[config.mk]
export PLATFORM = sky130hd
export DESIGN_NAME = crs_register_set
export DESIGN_NICKNAME = d
export VERILOG_FILES = /design/src/rtl/crs_pkg.sv /design/src/rtl/crs_register_set.sv /design/src/rtl/crs_gpr_file.sv /design/src/rtl/crs_pc.sv
export SDC_FILE = /design/constraint.sdc
export NUM_CORES = 2
export LEC_CHECK = 0
export BUFFER_PORTS_ARGS = -buffer_cell sky130_fd_sc_hd__buf_2
export CAP_MARGIN = 10
export CORE_ASPECT_RATIO = 1.5
export CORE_MARGIN = 2
export CORE_UTILIZATION = 60
export DETAILED_ROUTE_END_ITERATION = 16
export GPL_TIMING_DRIVEN = 0
export PLACE_DENSITY_LB_ADDON = 0.3
export SKIP_CTS_REPAIR_TIMING = 1
export SLEW_MARGIN = 40
export SYNTH_ARGS = -nofsm -noshare
export SYNTH_HDL_FRONTEND = slang
export SYNTH_SLANG_ARGS = --single-unit
[constraint.sdc]
create_clock -name clk -period 83.4 [get_ports clk]
set_input_delay 12.51 -clock clk [delete_from_list [all_inputs] [get_ports clk]]
set_output_delay 12.51 -clock clk [all_outputs]
set_load 0.01 [all_outputs]
[src/rtl/crs_pkg.sv]
package crs_pkg;
  localparam int XLEN = 32;
  localparam int PC_W = 26;
  localparam int ST_W = 8;
  localparam int GPR_N = 32;
  localparam int GPR_AW = 5;
  localparam int SR_AW = 5;
  localparam int STEP_W = 3;
  localparam logic [GPR_AW-1:0] GPR_ZERO = 5'h00;
  localparam logic [GPR_AW-1:0] GPR_ELEM_PTR = 5'h1E;
  localparam logic [SR_AW-1:0] SR_IRQ_RA = 5'h00;
  localparam logic [SR_AW-1:0] SR_IRQ_ST = 5'h01;
  localparam logic [SR_AW-1:0] SR_NMI_RA = 5'h02;
  localparam logic [SR_AW-1:0] SR_NMI_ST = 5'h03;
  localparam logic [SR_AW-1:0] SR_CAUSE = 5'h04;
  localparam logic [SR_AW-1:0] SR_STATUS = 5'h05;
  localparam logic [SR_AW-1:0] SR_TC_RA = 5'h10;
  localparam logic [SR_AW-1:0] SR_TC_ST = 5'h11;
  localparam logic [SR_AW-1:0] SR_TR_RA = 5'h12;
  localparam logic [SR_AW-1:0] SR_TR_ST = 5'h13;
  localparam logic [SR_AW-1:0] SR_TC_BASE = 5'h14;
  localparam logic [SR_AW-1:0] SR_DBG_IND = 5'h15;
  localparam int ST_NMI_ACTIVE = 7;
  localparam int ST_EXC_ACTIVE = 6;
  localparam int ST_IRQ_BLOCK = 5;
  localparam int ST_SAT = 4;
  localparam int ST_CY = 3;
  localparam int ST_OV = 2;
  localparam int ST_S = 1;
  localparam int ST_Z = 0;
  localparam logic [ST_W-1:0] STATUS_RST = 8'h20;
  localparam logic [XLEN-1:0] PC_RST = 32'h0000_0000;
  localparam logic [XLEN-1:0] PC_MASK = 32'h03FF_FFFE;
  localparam logic [XLEN-1:0] RA_MASK = 32'h03FF_FFFF;
endpackage

[src/rtl/crs_register_set.sv]
// Function
// - 32 general registers, 32-bit system registers
// - register zero reads zero, ignores writes
// - short load/store base is register 30
// - program counter keeps 26 bits only
// - program counter bit 0 always zero
// - system registers selected by number
// - cause and debug indicator are read-only
// - return ignores saved address bit 0
// - exception/interrupt saves pc, status to irq pair
// - nmi saves pc, status to nmi pair
// - saved address is the following instruction
// - single save pair each, overwritten per event
// - saved address/status upper bits read zero
// - cause register loaded on every event
// - status write immediate, block flag early
// - status bits 31 to 8 read zero
// - nmi sets nmi flag, blocks nesting
// - exception sets exception flag, irqs blocked
// - block flag gates maskable interrupts
// - saturation flag sticky until status write or return
// - sign and zero flags follow result
`timescale 1ns/1ns
`default_nettype none
module crs_register_set (
  input wire logic clk,
  input wire logic sys_rst,
  input wire logic [crs_pkg::GPR_AW-1:0] gpr_rd_a_addr,
  output logic [crs_pkg::XLEN-1:0] gpr_rd_a_data,
  input wire logic [crs_pkg::GPR_AW-1:0] gpr_rd_b_addr,
  output logic [crs_pkg::XLEN-1:0] gpr_rd_b_data,
  input wire logic gpr_wr_en,
  input wire logic [crs_pkg::GPR_AW-1:0] gpr_wr_addr,
  input wire logic [crs_pkg::XLEN-1:0] gpr_wr_data,
  output logic [crs_pkg::XLEN-1:0] short_mem_base,
  input wire logic pc_branch,
  input wire logic [crs_pkg::XLEN-1:0] pc_branch_target,
  input wire logic pc_advance,
  input wire logic [crs_pkg::STEP_W-1:0] instr_len,
  output logic [crs_pkg::XLEN-1:0] pc,
  input wire logic sysreg_write_instr,
  input wire logic sysreg_read_instr,
  input wire logic [crs_pkg::SR_AW-1:0] sysreg_num,
  input wire logic [crs_pkg::XLEN-1:0] sysreg_wdata,
  output logic [crs_pkg::XLEN-1:0] sysreg_rdata,
  input wire logic flags_we,
  input wire logic [crs_pkg::XLEN-1:0] alu_result,
  input wire logic alu_carry,
  input wire logic alu_overflow,
  input wire logic sat_event,
  input wire logic ev_sw_exception,
  input wire logic ev_irq,
  input wire logic ev_nmi,
  input wire logic ev_trap,
  input wire logic table_call_instr,
  input wire logic [crs_pkg::XLEN-1:0] ev_cause,
  input wire logic [crs_pkg::XLEN-1:0] ev_vector,
  input wire logic interrupt_return_instr,
  input wire logic table_call_return,
  input wire logic trap_return,
  output logic irq_accept_ok,
  output logic nmi_accept_ok,
  output logic [crs_pkg::ST_W-1:0] cpu_status_word,
  output logic debug_mode
);
  import crs_pkg::*;

  typedef struct packed {
    logic [PC_W-1:0] irq_return_addr;
    logic [ST_W-1:0] irq_saved_status;
    logic [PC_W-1:0] nmi_return_addr;
    logic [ST_W-1:0] nmi_saved_status;
    logic [XLEN-1:0] event_cause;
    logic [ST_W-1:0] status;
    logic [PC_W-1:0] table_call_return_addr;
    logic [ST_W-1:0] table_call_saved_status;
    logic [PC_W-1:0] trap_return_addr;
    logic [ST_W-1:0] trap_saved_status;
    logic [PC_W-1:0] table_call_base;
    logic dbg;
    logic [XLEN-1:0] rdata;
  } crs_state_s;

  crs_state_s s_q, s_d;
  logic [XLEN-1:0] pc_now;
  logic [XLEN-1:0] ret_addr;
  logic pc_load;
  logic [XLEN-1:0] pc_target;
  logic any_event;
  logic sr_wr_ok;
  logic status_wr;
  logic block_now;

  function automatic logic [XLEN-1:0] zx_pc(input logic [PC_W-1:0] v);
    zx_pc = {{(XLEN-PC_W){1'b0}}, v};
  endfunction

  function automatic logic [XLEN-1:0] zx_st(input logic [ST_W-1:0] v);
    zx_st = {{(XLEN-ST_W){1'b0}}, v};
  endfunction

  // unlisted numbers answer zero; software must not rely on it
  function automatic logic [XLEN-1:0] sr_read(input crs_state_s s,
                                              input logic [SR_AW-1:0] n);
    unique case (n)
      SR_IRQ_RA: sr_read = zx_pc(s.irq_return_addr);
      SR_IRQ_ST: sr_read = zx_st(s.irq_saved_status);
      SR_NMI_RA: sr_read = zx_pc(s.nmi_return_addr);
      SR_NMI_ST: sr_read = zx_st(s.nmi_saved_status);
      SR_CAUSE: sr_read = s.event_cause;
      SR_STATUS: sr_read = zx_st(s.status);
      SR_TC_RA: sr_read = zx_pc(s.table_call_return_addr);
      SR_TC_ST: sr_read = zx_st(s.table_call_saved_status);
      SR_TR_RA: sr_read = zx_pc(s.trap_return_addr);
      SR_TR_ST: sr_read = zx_st(s.trap_saved_status);
      SR_TC_BASE: sr_read = zx_pc(s.table_call_base);
      SR_DBG_IND: sr_read = {{(XLEN-1){1'b0}}, s.dbg};
      default: sr_read = '0;
    endcase
  endfunction

  function automatic logic [ST_W-1:0] entry_status(input logic [ST_W-1:0] st,
                                                   input logic nmi,
                                                   input logic exc);
    entry_status = st;
    entry_status[ST_IRQ_BLOCK] = 1'b1;
    if (nmi) begin
      entry_status[ST_NMI_ACTIVE] = 1'b1;
    end
    if (exc) begin
      entry_status[ST_EXC_ACTIVE] = 1'b1;
    end
  endfunction

  // registers 1 to 31, 32 bits each, live in the array below; register zero is not stored
  crs_gpr_file #(
    .N(GPR_N)
  ) u_gpr (
    .clk(clk),
    .sys_rst(sys_rst),
    .rd_a_addr(gpr_rd_a_addr),
    .rd_a_data(gpr_rd_a_data),
    .rd_b_addr(gpr_rd_b_addr),
    .rd_b_data(gpr_rd_b_data),
    .wr_en(gpr_wr_en),
    .wr_addr(gpr_wr_addr),
    .wr_data(gpr_wr_data),
    .elem_ptr(short_mem_base)
  );

  crs_pc u_pc (
    .clk(clk),
    .sys_rst(sys_rst),
    .load(pc_load),
    .target(pc_target),
    .advance(pc_advance),
    .step(instr_len),
    .pc(pc_now)
  );

  // address of the instruction after the one in flight
  assign ret_addr = (pc_now + zx_pc(PC_W'(instr_len))) & RA_MASK;

  assign any_event = ev_nmi || ev_irq || ev_sw_exception || ev_trap;
  assign status_wr = sysreg_write_instr && sysreg_num == SR_STATUS;
  // block takes effect while the write itself executes
  assign block_now = s_q.status[ST_IRQ_BLOCK] ||
                     (status_wr && sysreg_wdata[ST_IRQ_BLOCK]);
  assign irq_accept_ok = !block_now &&
                         !s_q.status[ST_NMI_ACTIVE];
  assign nmi_accept_ok = !s_q.status[ST_NMI_ACTIVE];
  // an event in the same cycle overrides a system register write
  assign sr_wr_ok = sysreg_write_instr && !any_event;

  always_comb begin
    pc_load = 1'b0;
    pc_target = pc_branch_target;
    if (any_event || table_call_instr) begin
      pc_load = 1'b1;
      pc_target = ev_vector;
    end else if (interrupt_return_instr) begin
      pc_load = 1'b1;
      pc_target = s_q.status[ST_NMI_ACTIVE] ?
                  zx_pc(s_q.nmi_return_addr) :
                  zx_pc(s_q.irq_return_addr);
    end else if (table_call_return) begin
      pc_load = 1'b1;
      pc_target = zx_pc(s_q.table_call_return_addr);
    end else if (trap_return) begin
      pc_load = 1'b1;
      pc_target = zx_pc(s_q.trap_return_addr);
    end else if (pc_branch) begin
      pc_load = 1'b1;
    end
  end

  always_comb begin
    s_d = s_q;
    if (sysreg_read_instr) begin
      s_d.rdata = sr_read(s_q, sysreg_num);
    end
    if (flags_we) begin
      s_d.status[ST_Z] = (alu_result == '0);
      s_d.status[ST_S] = alu_result[XLEN-1];
      s_d.status[ST_OV] = alu_overflow;
      s_d.status[ST_CY] = alu_carry;
    end
    if (sr_wr_ok) begin
      unique case (sysreg_num)
        SR_IRQ_RA: s_d.irq_return_addr = sysreg_wdata[PC_W-1:0];
        SR_IRQ_ST: s_d.irq_saved_status = sysreg_wdata[ST_W-1:0];
        SR_NMI_RA: s_d.nmi_return_addr = sysreg_wdata[PC_W-1:0];
        SR_NMI_ST: s_d.nmi_saved_status = sysreg_wdata[ST_W-1:0];
        SR_STATUS: s_d.status = sysreg_wdata[ST_W-1:0];
        SR_TC_RA: s_d.table_call_return_addr = sysreg_wdata[PC_W-1:0];
        SR_TC_ST: s_d.table_call_saved_status = sysreg_wdata[ST_W-1:0];
        SR_TR_RA: s_d.trap_return_addr = sysreg_wdata[PC_W-1:0];
        SR_TR_ST: s_d.trap_saved_status = sysreg_wdata[ST_W-1:0];
        SR_TC_BASE: s_d.table_call_base = sysreg_wdata[PC_W-1:0] &
                                          PC_MASK[PC_W-1:0];
        default: begin
        end
      endcase
    end
    // saturation set wins over any clearing write
    if (sat_event) begin
      s_d.status[ST_SAT] = 1'b1;
    end
    if (ev_nmi) begin
      s_d.nmi_return_addr = ret_addr[PC_W-1:0];
      s_d.nmi_saved_status = s_q.status;
      s_d.event_cause = ev_cause;
      s_d.status = entry_status(s_q.status, 1'b1, 1'b0);
    end else if (ev_irq || ev_sw_exception) begin
      s_d.irq_return_addr = ret_addr[PC_W-1:0];
      s_d.irq_saved_status = s_q.status;
      s_d.event_cause = ev_cause;
      s_d.status = entry_status(s_q.status, 1'b0, ev_sw_exception);
    end else if (ev_trap) begin
      s_d.trap_return_addr = ret_addr[PC_W-1:0];
      s_d.trap_saved_status = s_q.status;
      s_d.event_cause = ev_cause;
      s_d.status = entry_status(s_q.status, 1'b1, 1'b1);
      s_d.dbg = 1'b1;
    end else if (table_call_instr) begin
      s_d.table_call_return_addr = ret_addr[PC_W-1:0];
      s_d.table_call_saved_status = s_q.status;
    end else if (interrupt_return_instr) begin
      s_d.status = s_q.status[ST_NMI_ACTIVE] ? s_q.nmi_saved_status :
                                               s_q.irq_saved_status;
    end else if (table_call_return) begin
      s_d.status = s_q.table_call_saved_status;
    end else if (trap_return) begin
      s_d.status = s_q.trap_saved_status;
      s_d.dbg = 1'b0;
    end
    if (sat_event && !any_event) begin
      s_d.status[ST_SAT] = 1'b1;
    end
  end

  always_ff @(posedge clk or posedge sys_rst) begin
    if (sys_rst) begin
      s_q <= '0;
      s_q.status <= STATUS_RST;
    end else begin
      s_q <= s_d;
    end
  end

  assign pc = pc_now;
  assign sysreg_rdata = s_q.rdata;
  assign cpu_status_word = s_q.status;
  assign debug_mode = s_q.dbg;
endmodule
`default_nettype wire

[src/rtl/crs_gpr_file.sv]
`timescale 1ns/1ns
`default_nettype none
module crs_gpr_file #(
  parameter int N = crs_pkg::GPR_N
) (
  input wire logic clk,
  input wire logic sys_rst,
  input wire logic [crs_pkg::GPR_AW-1:0] rd_a_addr,
  output logic [crs_pkg::XLEN-1:0] rd_a_data,
  input wire logic [crs_pkg::GPR_AW-1:0] rd_b_addr,
  output logic [crs_pkg::XLEN-1:0] rd_b_data,
  input wire logic wr_en,
  input wire logic [crs_pkg::GPR_AW-1:0] wr_addr,
  input wire logic [crs_pkg::XLEN-1:0] wr_data,
  output logic [crs_pkg::XLEN-1:0] elem_ptr
);
  import crs_pkg::*;
  initial begin
    if (N != GPR_N) $error("crs_gpr_file: exactly 32 registers supported");
  end
  typedef struct packed {
    logic [N-1:1][XLEN-1:0] r;
  } crs_gpr_s;
  crs_gpr_s s_q, s_d;

  function automatic logic [XLEN-1:0] rd(input crs_gpr_s s,
                                         input logic [GPR_AW-1:0] a);
    rd = (a == GPR_ZERO) ? '0 : s.r[a];
  endfunction

  always_comb begin
    s_d = s_q;
    if (wr_en && wr_addr != GPR_ZERO) begin
      s_d.r[wr_addr] = wr_data;
    end
  end

  always_ff @(posedge clk or posedge sys_rst) begin
    if (sys_rst) begin
      s_q <= '0;
    end else begin
      s_q <= s_d;
    end
  end

  assign rd_a_data = rd(s_q, rd_a_addr);
  assign rd_b_data = rd(s_q, rd_b_addr);
  assign elem_ptr = s_q.r[GPR_ELEM_PTR];
endmodule
`default_nettype wire

[src/rtl/crs_pc.sv]
`timescale 1ns/1ns
`default_nettype none
module crs_pc (
  input wire logic clk,
  input wire logic sys_rst,
  input wire logic load,
  input wire logic [crs_pkg::XLEN-1:0] target,
  input wire logic advance,
  input wire logic [crs_pkg::STEP_W-1:0] step,
  output logic [crs_pkg::XLEN-1:0] pc
);
  import crs_pkg::*;
  typedef struct packed {
    logic [PC_W-1:0] pc;
  } crs_pc_s;
  crs_pc_s s_q, s_d;
  logic [PC_W-1:0] sum;

  always_comb begin
    s_d = s_q;
    // carry out of the top kept bit simply falls off
    sum = s_q.pc + PC_W'(step);
    if (load) begin
      s_d.pc = target[PC_W-1:0];
    end else if (advance) begin
      s_d.pc = sum;
    end
    s_d.pc[0] = 1'b0;
  end

  always_ff @(posedge clk or posedge sys_rst) begin
    if (sys_rst) begin
      s_q <= '{pc: PC_RST[PC_W-1:0]};
    end else begin
      s_q <= s_d;
    end
  end

  assign pc = {{(XLEN-PC_W){1'b0}}, s_q.pc};
endmodule
`default_nettype wire

==> implementation parameters <==
Parameter                              Value

Die
  Starting density of the core    60.5%
  Std cell rows    151
  Overall die area    0.116 mm²
  Height of the die    417 µm
  Die X    279 µm
  Number of I/O pins    405
  Placeable Area    0.113 mm²

Logic synthesis
  Mean instance size in the synthesized netlist    13.2 µm²
  Dominant combinational cell family by area after synthesis    multiplexers
  Number of distinct library cells after synthesis    79
  Synthesized-area fraction occupied by adder cells    0.0660%
  Cell with the most instances after synthesis    sky130_fd_sc_hd__dfrtp_1
  Register area share after synthesis    45.9%
  Asr flop ratio synth    100%
  Number of enable-type register cells in the synthesized netlist    0
  Most used DFF post-synth    sky130_fd_sc_hd__dfrtp_1
  Flip-flop and latch count after synthesis    1251
  Multiplexer share of the synthesized area    38.3%
  Most area-hungry cell type in the Yosys netlist    sky130_fd_sc_hd__dfrtp_1
  Count of warnings emitted by yosys    0
  Cell area after technology mapping    0.0682 mm²
  Xor and xnor fraction of the mapped netlist area    0.526%
  Yosys top cell area share    45.8%
  Basic-gate share of the synthesized area counting and, or, nand and nor cells    4.58%
  Area contributors post-synth    sky130_fd_sc_hd__dfrtp_1 (46%), sky130_fd_sc_hd__mux2_2 (18%), sky130_fd_sc_hd__mux4_2 (15%), sky130_fd_sc_hd__mux2i_1 (5.0%), sky130_fd_sc_hd__nand2_1 (1.7%)
  Commonest cells in the netlist    sky130_fd_sc_hd__dfrtp_1 (1250), sky130_fd_sc_hd__mux2_2 (1100), sky130_fd_sc_hd__mux4_2 (448)
  Post-synthesis compound-gate area fraction    6.42%
  Cell count after synthesis    5180

Layout
  Fraction of final layout cells sized beyond drive strength 1    42.1%
  Area Overhead vs Synth    12.3%
  Total of fill cells in the finished design    8111
  Net count, final    5928

CTS
  TritonCTS clock tree    built
  Clock Latency Late Sink    0.76 ns
  Clock-pin slew on the worst setup and hold paths    0.06 ns
  Maximum clock path buffer count    3
  Number of levels the H-tree was split into    3
  Number of clock sinks    1251
  Library cell used as clock root buffer    sky130_fd_sc_hd__clkbuf_16
  TritonCTS Buffers    119

Worst setup path
  Critical path capture point type    primary output
  Peak fanout along the critical path    10
  Startpoint Class    primary input
  Setup slack, reg-to-reg    80.06 ns
  Arr. time, crit path    15.98 ns
  Required time of the critical path    70.89 ns
  Critical path class    in -> out

Timing
  Hold slack final    0.475 ns
  Tightest Pin Transition    0.999 ns
  Crit share post-route    34.2%
  Number of slew-limit violations in the final report    0
  TNS Setup    0 ns
  Setup repair after global routing missed its margin    false
  Maximum clock frequency    35.1 MHz
  Final hold viol count    0
  Final setup viols    0
  Max-slew headroom    32.7%
  Final Skew    0.0164 ns
  Minimum clock period after layout    28.49 ns

Detailed routing
  Met1 routed wirelength after detailed routing    79600 µm
  Highest metal layer with signal wires    met5
  Detailed-route wire length per cell    33.3 µm
  Total wire length    242000 µm
  Vias per Instance    6.98
  Drt initial violations    4999
  Routed length on met3    19200 µm
  Remaining antenna violation count after routing    0
  Via count    50648
  Number of remaining DRC errors    0
  First-pass DRT Iterations    5
  Met2 wire length    118000 µm

GRT
  First-pass GRT wire length    350000 µm
  GRT Total Usage    41.7%
  Largest net degree at the start of global routing    84
  Number of global-route vias before repair    52734
  Overall overflow remaining after global route    0
  Number of antenna violations at the first check in global routing    22

Outcome
  Status    complete, no violations

Placement
  Final estimated routing congestion in global placement    1.03
  Post-DP HPWL    182000 µm
  Number of port buffers    364

Power and ir drop
  Total power density per cell area    23.2 mW/mm²
  Worst-case vdd ir drop    0.0000188 V
  Leakage power figure    34.6 nW
  Total Power Consumption    0.00178 W

Worst hold path
  Class of the tightest hold or removal check    reg -> reg

Flow run
  # Max-Cap Violations    0
[critical path, cell delays in order]
cell                       delay, ns
sky130_fd_sc_hd__clkbuf_1       0.39
sky130_fd_sc_hd__buf_2          0.42
sky130_fd_sc_hd__buf_2          0.46
sky130_fd_sc_hd__clkbuf_1       0.55
sky130_fd_sc_hd__a22oi_1        0.16
sky130_fd_sc_hd__o21ai_0        0.81
sky130_fd_sc_hd__a21oi_1        0.29
sky130_fd_sc_hd__o221ai_1       0.17
sky130_fd_sc_hd__buf_2          0.19
[cells in the final DEF (no fill, tap or decap), types with 49 or more instances in the layout]
cell	count
sky130_fd_sc_hd__dfrtp_1	1250
sky130_fd_sc_hd__mux2_2	1100
sky130_fd_sc_hd__buf_2	514
sky130_fd_sc_hd__mux4_2	448
sky130_fd_sc_hd__mux2i_1	343
sky130_fd_sc_hd__nand2_1	312
sky130_fd_sc_hd__clkbuf_1	273
sky130_fd_sc_hd__a21oi_1	167
sky130_fd_sc_hd__nor2_1	165
sky130_fd_sc_hd__a22oi_1	154
sky130_fd_sc_hd__o21ai_0	124
sky130_fd_sc_hd__clkbuf_16	123
sky130_fd_sc_hd__buf_4	88
sky130_fd_sc_hd__o221ai_1	69
sky130_fd_sc_hd__buf_1	55
sky130_fd_sc_hd__inv_1	49
[state kept, by name, summed over array words and instances, names as in the netlist]
register / cells
cpu_status_word: 8
u_gpr.elem_ptr: 32
u_gpr.s_q: 960
sysreg_rdata: 32
u_pc.s_q: 25
s_q: 193
debug_mode: 1
[layer usage]
metal | global-route usage, % | up-vias
li1 | - | 20460
met1 | 45.7 | 25945
met2 | 69.1 | 3124
met3 | 8.13 | 1109
met4 | 36.8 | 10
met5 | 0 | -
[layout make-up]
| type | instances | area [µm²] | area share (%) |
|---|---|---|---|
| Antenna cell | 11 | 27.5 | 0.0359 |
| Clock inverter | 44 | 523 | 0.682 |
| Sequential cell | 1251 | 31300 | 40.8 |
| Multi-Input combinational cell | 3305 | 34100 | 44.5 |
| Clock buffer | 179 | 3600 | 4.70 |
| Inverter | 50 | 195 | 0.255 |
| Buffer | 580 | 2750 | 3.59 |
| Tap cell | 1453 | 1820 | 2.37 |
| Timing Repair Buffer | 384 | 2310 | 3.01 |
[power by group]
group          internal (W)  leakage, nW  switching [W]
Clock              0.000331         2.05       0.000249
Combinational      0.000212         16.8       0.000181
Sequential         0.000717         15.8      0.0000913
Total               0.00126         34.6       0.000521
[kinds of logic after synthesis]
| kind of cell | after synthesis |
|---|---|
| muxes | 1912 |
| xor gates and xnor gates | 41 |
| DFF | 1251 |
| and+or+nand+nor | 672 |
| other | 1 |
| AOI/OAI and AO/OA | 670 |
| buffers and inverters | 630 |
| adders and majority gates | 3 |
[worst paths after layout]
| path | from | end | cells past startpoint |
|---|---|---|---|
| worst max-delay path | gpr_rd_b_addr[0] | gpr_rd_b_data[4] | 9 |
| worst min-delay path | s_q[166] | s_q[166] | 2 |
| worst max register to register | u_pc.s_q[1] | s_q[228] | 8 |
| worst min register to register | s_q[166] | s_q[166] | 2 |
| max in group asynchronous | sys_rst | u_gpr.s_q[492] | 7 |
| min in group asynchronous | sys_rst | sysreg_rdata[0] | 2 |
[per-stage QoR]
step                instances  setup slack (ns)  cell area [µm²]  util [%]
floorplan                5186             35.64            68300         -
global route             7253             54.97            76600      67.9
global placement         7003             22.58            71900      63.7
finish                   7257             54.91            76600      67.9
detailed placement       7022             55.19            72500      64.2
CTS                      7245             55.18            76600      67.9
No activity file was read; power rests on OpenSTA's default activity.
